===== src/design/pm_cfg_pkg.sv =====
/*
 * Constants for the configuration header upper words: offsets, fields,
 * fixed values and reset values.
 * Assumes a 32-bit configuration data path with byte enables.
 */
package pm_cfg_pkg;
    localparam logic [15:0] OFS_SUBSYS_ID = 16'h202C;
    localparam logic [15:0] OFS_CAP_PTR = 16'h2034;
    localparam logic [15:0] OFS_INT_LAT = 16'h203C;
    localparam logic [15:0] OFS_PM_CAP = 16'h2050;
    localparam logic [15:0] OFS_PM_CSR = 16'h2054;
    localparam logic [7:0] CAP_PTR_VAL = 8'h50;
    localparam logic [7:0] MAX_LAT_RST = 8'h28;
    localparam logic [7:0] MIN_GNT_RST = 8'h14;
    localparam logic [7:0] INT_PIN_VAL = 8'h01;
    localparam logic [7:0] INT_LINE_RST = 8'h00;
    localparam logic [7:0] PM_CAP_ID_VAL = 8'h01;
    localparam logic [7:0] PM_NEXT_VAL = 8'h00;
    localparam logic [2:0] PM_VER_VAL = 3'h3;
    localparam logic [2:0] AUX_CUR_VAL = 3'h0;
    localparam logic [31:0] SUBSYS_RST = 32'h0000_0000;
    localparam int WAKE_STATUS_BIT = 15;
    localparam int WAKE_ENABLE_BIT = 8;
    localparam int NO_SOFT_RST_BIT = 3;
    localparam logic [1:0] PSTATE_RST = 2'h0;
    typedef enum logic [1:0] {
        PS_D0, PS_D1, PS_D2, PS_D3HOT
    } pstate_t;
endpackage : pm_cfg_pkg


===== src/design/sync_two_ff.sv =====
/*
 * Two flip-flop synchroniser for one level.
 * Assumes the input is asynchronous to core_clk_in.
 */
`timescale 1ns/10ps
`default_nettype none
module sync_two_ff (
    input wire logic core_clk_in,
    input wire logic rst_in,
    input wire logic d_in,
    output logic q_out
);
    logic meta_r;
    always_ff @(posedge core_clk_in or posedge rst_in) begin
        if (rst_in) begin
            meta_r <= 1'b0;
            q_out <= 1'b0;
        end else begin
            meta_r <= d_in;
            q_out <= meta_r;
        end
    end
endmodule : sync_two_ff
`default_nettype wire


===== src/design/pci_cfg_pm_capability_regs.sv =====
/*
 * Upper configuration header words and power-management capability.
 * Assumes a single-cycle configuration port on the PCI clock domain and
 * a local-processor write port on the same clock.
 */
`timescale 1ns/10ps
`default_nettype none
module pci_cfg_pm_capability_regs
    import pm_cfg_pkg::*;
(
    // Clock and resets
    input wire logic core_clk_in,
    input wire logic rst_in,
    input wire logic pwr_on_rst_in,
    // Configuration port
    input wire logic cfg_req_in,
    input wire logic cfg_wr_in,
    input wire logic [15:0] cfg_addr_in,
    input wire logic [3:0] cfg_be_in,
    input wire logic [31:0] cfg_wdata_in,
    output logic cfg_ack_out,
    output logic cfg_retry_out,
    output logic cfg_hit_out,
    output logic [31:0] cfg_rdata_out,
    // Local processor port
    input wire logic local_sid_wr_in,
    input wire logic [31:0] local_sid_data_in,
    // Wake event and power state
    input wire logic wake_event_in,
    output logic wake_event_out_n,
    output logic [1:0] power_state_out
);

    ////////////////////////////////////////////////////////////////////////
    logic [31:0] subsystem_identification_r;
    logic sid_loaded_r;
    logic [7:0] int_line_r;
    logic wake_event_status_r;
    logic wake_event_enable_r;
    pstate_t pstate_r;
    logic wake_sync;
    logic wake_prev_r;
    logic wake_edge;
    logic hit_sid, hit_cap, hit_int, hit_pmcap, hit_pmcsr;
    logic wr_acc, rd_acc;
    logic [31:0] int_word, pmcap_word, pmcsr_word, rd_mux;

    // Event pin is asynchronous
    sync_two_ff u_wake_sync (
        .core_clk_in(core_clk_in),
        .rst_in(pwr_on_rst_in),
        .d_in(wake_event_in),
        .q_out(wake_sync)
    );

    ////////////////////////////////////////////////////////////////////////
    assign hit_sid = cfg_addr_in == OFS_SUBSYS_ID;
    assign hit_cap = cfg_addr_in == OFS_CAP_PTR;
    assign hit_int = cfg_addr_in == OFS_INT_LAT;
    assign hit_pmcap = cfg_addr_in == OFS_PM_CAP;
    assign hit_pmcsr = cfg_addr_in == OFS_PM_CSR;
    assign cfg_hit_out = cfg_req_in &
        (hit_sid | hit_cap | hit_int | hit_pmcap | hit_pmcsr);
    // Subsystem word is not ready until the local load
    assign cfg_retry_out = cfg_req_in & hit_sid & ~sid_loaded_r;
    assign cfg_ack_out = cfg_req_in & ~cfg_retry_out;
    assign wr_acc = cfg_ack_out & cfg_wr_in;
    assign rd_acc = cfg_ack_out & ~cfg_wr_in;

    ////////////////////////////////////////////////////////////////////////
    // Subsystem word, local side only
    always_ff @(posedge core_clk_in or posedge rst_in) begin
        if (rst_in) begin
            subsystem_identification_r <= SUBSYS_RST;
            sid_loaded_r <= 1'b0;
        end else if (local_sid_wr_in) begin
            subsystem_identification_r <= local_sid_data_in;
            sid_loaded_r <= 1'b1;
        end
    end

    // Routing byte, storage only
    always_ff @(posedge core_clk_in or posedge rst_in) begin
        if (rst_in) begin
            int_line_r <= INT_LINE_RST;
        end else if (wr_acc && hit_int && cfg_be_in[0]) begin
            int_line_r <= cfg_wdata_in[7:0];
        end
    end

    // Power state; a bus reset returns to uninitialized D0
    always_ff @(posedge core_clk_in or posedge rst_in) begin
        if (rst_in) begin
            pstate_r <= PS_D0;
        end else if (wr_acc && hit_pmcsr && cfg_be_in[0]) begin
            // Leaving D3 hot keeps all context: no internal reset
            pstate_r <= pstate_t'(cfg_wdata_in[1:0]);
        end
    end

    ////////////////////////////////////////////////////////////////////////
    // Wake context lives on the power-up reset only
    always_ff @(posedge core_clk_in or posedge pwr_on_rst_in) begin
        if (pwr_on_rst_in) begin
            wake_prev_r <= 1'b0;
        end else begin
            wake_prev_r <= wake_sync;
        end
    end
    assign wake_edge = wake_sync & ~wake_prev_r;

    always_ff @(posedge core_clk_in or posedge pwr_on_rst_in) begin
        if (pwr_on_rst_in) begin
            wake_event_enable_r <= 1'b0;
        end else if (wr_acc && hit_pmcsr && cfg_be_in[1]) begin
            wake_event_enable_r <= cfg_wdata_in[WAKE_ENABLE_BIT];
        end
    end

    // New event wins over a simultaneous write-one clear
    always_ff @(posedge core_clk_in or posedge pwr_on_rst_in) begin
        if (pwr_on_rst_in) begin
            wake_event_status_r <= 1'b0;
        end else if (wake_edge) begin
            wake_event_status_r <= 1'b1;
        end else if (wr_acc && hit_pmcsr && cfg_be_in[1] &&
                     cfg_wdata_in[WAKE_STATUS_BIT]) begin
            wake_event_status_r <= 1'b0;
        end
    end

    // Combinational so the pin drops with the status bit
    assign wake_event_out_n =
        ~(wake_event_status_r & wake_event_enable_r);
    assign power_state_out = pstate_r;

    ////////////////////////////////////////////////////////////////////////
    // Read-only fields are constants; writes cannot reach them
    assign int_word = {MAX_LAT_RST, MIN_GNT_RST,
                       INT_PIN_VAL, int_line_r};
    assign pmcap_word = {1'b0, 1'b1,
                         3'b000,
                         2'b11,
                         AUX_CUR_VAL,
                         1'b0, 1'b0, 1'b0,
                         PM_VER_VAL,
                         PM_NEXT_VAL,
                         PM_CAP_ID_VAL};
    always_comb begin
        pmcsr_word = 32'h0000_0000;
        pmcsr_word[WAKE_STATUS_BIT] = wake_event_status_r;
        pmcsr_word[WAKE_ENABLE_BIT] = wake_event_enable_r;
        pmcsr_word[NO_SOFT_RST_BIT] = 1'b1;
        pmcsr_word[1:0] = pstate_r;
    end

    always_comb begin
        rd_mux = 32'h0000_0000;
        if (hit_sid) begin
            rd_mux = subsystem_identification_r;
        end
        if (hit_cap) begin
            rd_mux = {24'h00_0000, CAP_PTR_VAL};
        end
        if (hit_int) begin
            rd_mux = int_word;
        end
        if (hit_pmcap) begin
            rd_mux = pmcap_word;
        end
        if (hit_pmcsr) begin
            rd_mux = pmcsr_word;
        end
    end

    always_ff @(posedge core_clk_in or posedge rst_in) begin
        if (rst_in) begin
            cfg_rdata_out <= 32'h0000_0000;
        end else if (rd_acc) begin
            cfg_rdata_out <= rd_mux;
        end
    end
endmodule : pci_cfg_pm_capability_regs
`default_nettype wire


===== config.mk =====
export PLATFORM = sky130hd
export DESIGN_NAME = pci_cfg_pm_capability_regs
export DESIGN_NICKNAME = d
export VERILOG_FILES = /design/src/design/pm_cfg_pkg.sv /design/src/design/sync_two_ff.sv /design/src/design/pci_cfg_pm_capability_regs.sv
export SDC_FILE = /design/constraint.sdc
export NUM_CORES = 1
export LEC_CHECK = 0
export ABC_CLOCK_PERIOD_IN_PS = 5400
export BUFFER_PORTS_ARGS = -buffer_cell sky130_fd_sc_hd__buf_4
export CORE_UTILIZATION = 50
export DETAILED_ROUTE_END_ITERATION = 10
export PLACE_DENSITY_LB_ADDON = 0.1
export SLEW_MARGIN = 20
export SYNTH_ARGS = -nofsm -noshare
export SYNTH_HDL_FRONTEND = slang
export SYNTH_SLANG_ARGS = --single-unit

===== constraint.sdc =====
create_clock -name core_clk_in -period 5.4 [get_ports core_clk_in]
set_input_delay 1.08 -clock core_clk_in [delete_from_list [all_inputs] [get_ports core_clk_in]]
set_output_delay 1.08 -clock core_clk_in [all_outputs]
set_load 0.05 [all_outputs]

==> flow_summary.ini, run 1 <==
[run_status]
run_status = finished with violations
violations = design-rule violations

[timing]
rsz0062_at_grt = false
setup-violations-final = 0
fin_crit_sh_pct = 79.91
final_max_slew_viol_count = 0
hold_viol_final = 0
tightest_slew_ns = 0.9777
tns_ns = 0
slew_headroom_pct = 34.82
skew_ns = 0.009710
fmax_ghz = 0.2317
fin_crit_ns = 4.315

[global_route]
grt.overflow.total = 0
antenna_found_initial = 0
grt_pass1_wl_mm = 11.89
grt_pass1_vias = 2445
grt_max_degree = 40
track_usage_pct = 21.60

[setup_path]
cp-start-kind = input port
critPathMaxFanout = 15
cp_slowest_cell = or4_1
required_ns = 4.32
end_kind = output port
regToRegEndpoint = cfg_rdata_out[18]$_DFFE_PP0P_
path_class = in -> out
cp.arrival_ns = 3.24
r2r_slack_ns = 3.42
path_common_cell = buf_4
worstSetupStartpoint = cfg_addr_in[9]
r2r-start = sid_loaded_r$_DFFE_PP0P_
reg2reg_depth = 2
slowest_delay_ns = 0.84
path_cells = buf_4 -> or4_4 -> or4_1 -> nor4b_1 -> buf_4

[floorplanning]
io_pins = 129
core_um2 = 6459
die_area_um2 = 7166
start_util_pct = 52.89
num_rows = 29
die_x_um = 84.66
die_y_um = 84.66

[route]
wl_mm = 7.144
first_iter_violations = 68
firstDrtPassIters = 8
route.detailed.drc = 9
ant_nets = 0
post_drt_wl_per_cell_um = 16.13
vias_per_cell = 5.436
route.vias.total = 2408

[logic_synthesis]
synth_edf_count = 0
yosys_warnings = 0
synth-seq-area-share_pct = 58.61
synth_nets = 350
ys_types = 41
synthCells = 259
yosys_register_bits = 80
postSynthAreaPerCell_um2 = 13.19
syn-cell-area_um2 = 3416
synth_flop_cell = dfrtp_1
synthArstFlopShare_pct = 100.0

[clocking]
path_clk_slew_ns = 0.08
clk_latency_ns = 0.34
holdBufCountCts = 0
cts_resized = 0
post_cts_buffers = 0
htree_num_levels = 3
cts_tree = yes
cts_root_buf = clkbuf_8
cts-buffers-inserted = 9
cts.path.max_buffers = 2
cts_num_sinks = 80

[finish]
areaGrowthSynthToFinish_pct = 31.21
drive_above_1_share_pct = 50.00
nets = 452
finish.utilization_pct = 69.39
fillCellCount = 470
diodes = 0

[worst_hold_path]
hold_path_depth = 0
min_path_type = reg -> reg
hold_start = u_wake_sync.meta_r$_DFF_PP0_
min_to = u_wake_sync.q_out$_DFF_PP0_

[pwr]
leakage_nw = 2.170
vdd_drop_max_uv = 204.6
cellPowerDensity_nw_per_um2 = 294.9

[job]
drv_cap = 0

[placed_design]
place_congestion = 0.7862
numPortBuffers = 104
hpwl_mm = 4.895
## registers in the layout, summed over array words and instances (netlist names)
signal	cells
cfg_rdata_out	32
int_line_r	8
power_state_out	2
sid_loaded_r	1
subsystem_identification_r	32
u_wake_sync.meta_r	1
u_wake_sync.q_out	1
wake_event_enable_r	1
wake_event_status_r	1
wake_prev_r	1
## logic make-up (layout without fill, tap and decap cells)
| kind of cell | after synthesis | count (layout) | share of synthesized area, % |
|---|---|---|---|
| AO/OA/AOI/OAI | 36 | 36 | 8.462 |
| buffers and inverters | 22 | 129 | 2.967 |
| flip-flops | 80 | 80 | 58.61 |
| multiplexers | 59 | 59 | 19.74 |
| AND/OR/NAND/NOR | 62 | 62 | 10.22 |
## layout by cell type, fill, tap and decap left out, drive strengths merged, types with 2 or more instances in the layout
cell	instances
buf	107
dfrtp	80
mux2	55
nor2	16
a22o	14
clkbuf	11
nor3	9
nor2b	8
nand2	7
inv	6
o22a	5
or4	5
mux2i	4
o21ai	4
bufinv	3
o22ai	2
nand2b	2
nand3b	2
o31a	2
a21oi	2
nand3	2
and3	2
or4b	2
clkinv	2
## worst max path at each step
stage                     to  slack (ns)  cells after the start
3_3_place_gp   cfg_retry_out        1.15                      5
4_1_cts        cfg_retry_out        1.09                      5
3_5_place_dp   cfg_retry_out        1.10                      5
5_1_grt        cfg_retry_out        0.96                      5
2_1_floorplan  cfg_retry_out        0.20                      5
6_report       cfg_retry_out        1.08                      5
## metal layers
metal | part of all wire (%) | global-route usage, % | vias up
li1 | - | - | 1137
met1 | 45 | 29.08 | 1188
met2 | 47 | 32.96 | 74
met3 | 6.9 | 6.293 | 9
met4 | 1.4 | 9.091 | 0
met5 | 0 | 0 | -
## critical path: cells and delay by family
| family | cells | cell delay [ns] |
|---|---|---|
| AND/OR/NAND/NOR | 3 | 1.79 |
| buffers and inverters | 2 | 0.37 |
## area by class of cell
class	instances	area [µm²]	area share, %
Clock inverter	5	103.9	2.317
Timing Repair Buffer	107	803.3	17.92
Multi-Input combinational cell	157	1313	29.29
Tap cell	77	96.34	2.150
Clock buffer	11	141.4	3.155
Inverter	6	22.52	0.5025
Sequential cell	80	2002	44.67
## cells in the mapped netlist, types with 3 or more instances
cell / instances / share of area (%)
a22o_1: 14 / 3.6
buf_2: 3 / 0.44
clkbuf_1: 10 / 1.1
dfrtp_1: 80 / 59
inv_1: 6 / 0.66
mux2_2: 51 / 17
mux2_4: 4 / 1.8
mux2i_1: 4 / 1.2
nand2_1: 7 / 0.77
nor2_1: 16 / 1.8
nor2b_1: 8 / 1.5
nor3_1: 9 / 1.3
o21ai_0: 4 / 0.59
o22a_1: 5 / 1.3
or4_1: 4 / 0.88
## report_power, final
part           switching [mW]  internal (mW)  total, mW
clock                   0.207          0.320      0.527
sequential             0.0159          0.630      0.645
combinational          0.0739         0.0747      0.149
total                   0.297           1.02       1.32
## metrics by stage
stage	instance area [µm²]	power (mW)	setup slack (ns)	instances	hold WS, ns
after floorplan	3416	0.7435	0.1987	259	0.3312
after global placement	4237	0.8031	1.148	427	0.3393
after detailed placement	4237	0.8081	1.103	427	0.3435
after CTS	4482	1.339	1.094	443	0.3610
after global routing	4482	1.373	0.9645	443	0.3642
final	4482	1.321	1.085	443	0.3602
(Power assumes the default switching activity.)
==> run 2: changes to the inputs <==
Settings changed: ABC_AREA set to 1, ABC_CLOCK_PERIOD_IN_PS 5400 to 4520.
Clock period 5.4 ns to 4.52 ns, I/O delays scaled along.
==> run 2 against run 1 <==
Effect of this change:
- the flow now finishes without violations
- worst hold slack worse by 0.0058 ns
- final cell count up 46%
- count of clock-buffer cells in the layout down 2
- cell area up 2.8%
- first-iteration DRC count rose to 2.8 times the previous value
- non-clock buffer count down 2
- flip-flop and latch count unchanged
- sequential power up 17%
- synthesized cell count up 73%
==> flow_summary.ini, run 2 <==
[run_status]
run_status = finished clean

[logic_synthesis]
synth_area_leaders = dfrtp_1, nand2_1, nand3_1
yosysTopAreaCell = dfrtp_1
synth-seq-area-share_pct = 55.61
synth_common_cells = nand2_1, dfrtp_1, inv_1
ys_types = 23
syn-cell-area_um2 = 3600
synthCells = 448
synth_nets = 539
postSynthAreaPerCell_um2 = 8.035
synth_most_common_cell = nand2_1
synth_edf_count = 0
synth.top_cell.area_share_pct = 55.61
synth_flop_cell = dfrtp_1
yosys_register_bits = 80
yosys_warnings = 0
synthArstFlopShare_pct = 100.0

[clocking]
path_clk_slew_ns = 0.08
cts_root_buf = clkbuf_8
cts-buffers-inserted = 9
post_cts_buffers = 0
cts.path.max_buffers = 2
holdBufCountCts = 0
cts_tree = yes
clk_latency_ns = 0.36
htree_num_levels = 3
cts_num_sinks = 80
cts_resized = 0

[timing]
setup-violations-final = 0
fin_crit_sh_pct = 70.32
fmax_ghz = 0.3146
rsz0062_at_grt = false
tns_ns = 0
slew_headroom_pct = 43.22
tightest_slew_ns = 0.8497
finalWorstSetupSlack_ns = 1.341
fin_crit_ns = 3.179
skew_ns = 0.008204
final_max_slew_viol_count = 0
hold_viol_final = 0

[route]
post_drt_wl_per_cell_um = 12.70
vias_per_cell = 4.896
ant_nets = 0
firstDrtPassIters = 4
first_iter_violations = 192
wl_mm = 8.216
route.vias.total = 3168
route.detailed.drc = 0

[setup_path]
critPathBufInv = 2
crit_family = simple AND/OR/NAND/NOR gates
cp_slowest_cell = nor2_4
end_kind = output port
critPathMaxFanout = 22
slowest_delay_ns = 0.41
cp-start-kind = input port
required_ns = 3.62
path_cells = buf_4 -> nor2_1 -> nand2_1 -> nor2_4 -> nand3_1 -> a21oi_1 -> nor2_1 -> nor2_1 -> buf_4
path_class = in -> out
path_common_cell = nor2_1
cp.arrival_ns = 2.27

[placed_design]
dp_slack_ns = 1.364
hpwl_mm = 5.616
numPortBuffers = 104
placed_area_um2 = 4404
place_congestion = 0.8243

[finish]
final_cell_mix = nand2_1, buf_4, dfrtp_1
final_area_um2 = 4608
drive_above_1_share_pct = 25.05
diodes = 0
areaGrowthSynthToFinish_pct = 28.02
layout_commonest_cell = nand2_1
nets = 637
top_regs = cfg_rdata_out x32, subsystem_identification_r x32, int_line_r x8

[floorplanning]
start_util_pct = 52.40
die_x_um = 86.85
io_pins = 129
core_um2 = 6869
die_y_um = 86.85
die_area_um2 = 7543
num_rows = 30

[global_route]
grt_pass1_wl_mm = 13.46
grt_pass1_vias = 2993
track_usage_pct = 23.43
grt.overflow.total = 0
grt_max_degree = 53
antenna_found_initial = 0

[pwr]
cellPowerDensity_nw_per_um2 = 306.9
vdd_drop_max_uv = 234.7
leakage_nw = 2.540

[job]
drv_cap = 0

[worst_hold_path]
min_path_type = reg -> reg
run 2: cell types whose count changed after synthesis, sizes merged, moves of 5 or more:
cell and delta:
or4 -5, nand3 +32, nor2 +16, o211ai +5
mux2 -55, inv +32, nor3 -7, nor2b -8
o21ai +27, nand4 +5, nand2 +193, a22o -14
o22a -5
run 2: report_power, final:
group | internal (mW) | total [mW] | switching [mW]
Sequential | 0.742 | 0.752 | 0.00993
Combinational | 0.0547 | 0.128 | 0.0733
Clock | 0.261 | 0.535 | 0.273
run 2: area by class of cell:
| type | count | area [µm²] |
|---|---|---|
| clock buffers | 9 | 123.9 |
| clock inverters | 7 | 80.08 |
| fillers | 615 | 2261 |
| inverters | 38 | 146.4 |
| multi-input cells | 312 | 1348 |
| flip-flops and latches | 80 | 2002 |
| well taps | 96 | 120.1 |
| repair buffers | 105 | 788.3 |
run 2: kinds of logic after synthesis:
logic type / share of synthesized area, %
flops: 55.61
buf+inv: 6.951
compound gates: 5.492
simple gates: 31.94
run 2: metal layers:
metal / vias to the layer above / GRT usage, % / routed length [µm]
li1: 1587 / - / -
met3: 12 / 6.351 / 448
met1: 1471 / 29.94 / 3719
met5: - / 0 / 0
met4: 0 / 7.273 / 132
met2: 98 / 38.94 / 3914
run 2: final timing paths:
| kind | startpoint | end | slack, ns | cells past startpoint |
|---|---|---|---|---|
| max reg2reg | sid_loaded_r$_DFFE_PP0P_ | cfg_rdata_out[10]$_DFFE_PP0P_ | 2.60 | 7 |
| min | u_wake_sync.meta_r$_DFF_PP0_ | u_wake_sync.q_out$_DFF_PP0_ | 0.35 | 0 |
| max in group asynchronous | rst_in | cfg_rdata_out[15]$_DFFE_PP0P_ | 3.00 | 3 |
| min in group asynchronous | pwr_on_rst_in | wake_event_enable_r$_DFFE_PP0P_ | 0.44 | 2 |
| max | cfg_addr_in[11] | cfg_hit_out | 1.34 | 9 |
| min reg2reg | u_wake_sync.meta_r$_DFF_PP0_ | u_wake_sync.q_out$_DFF_PP0_ | 0.35 | 0 |
run 2: per-stage QoR:
stage / hold slack, ns / std cells / utilization [%] / total power [mW]
floorplan: 0.3312 / 448 / - / 0.8313
global placement: 0.3358 / 631 / 64.12 / 0.8912
detailed placement: 0.3387 / 631 / 64.12 / 0.8957
CTS: 0.3577 / 647 / 67.09 / 1.429
global route: 0.3699 / 647 / 67.09 / 1.477
finish: 0.3544 / 647 / 67.09 / 1.414
run 2: worst register-to-register path, stage by stage (launching register included):
cell and delay (ns):
dfrtp_1 0.38, nor2_1 0.07, nand3_2 0.09, nand2_2 0.08
nor2_4 0.65, inv_4 0.33, nand2_1 0.16, nand2_1 0.06
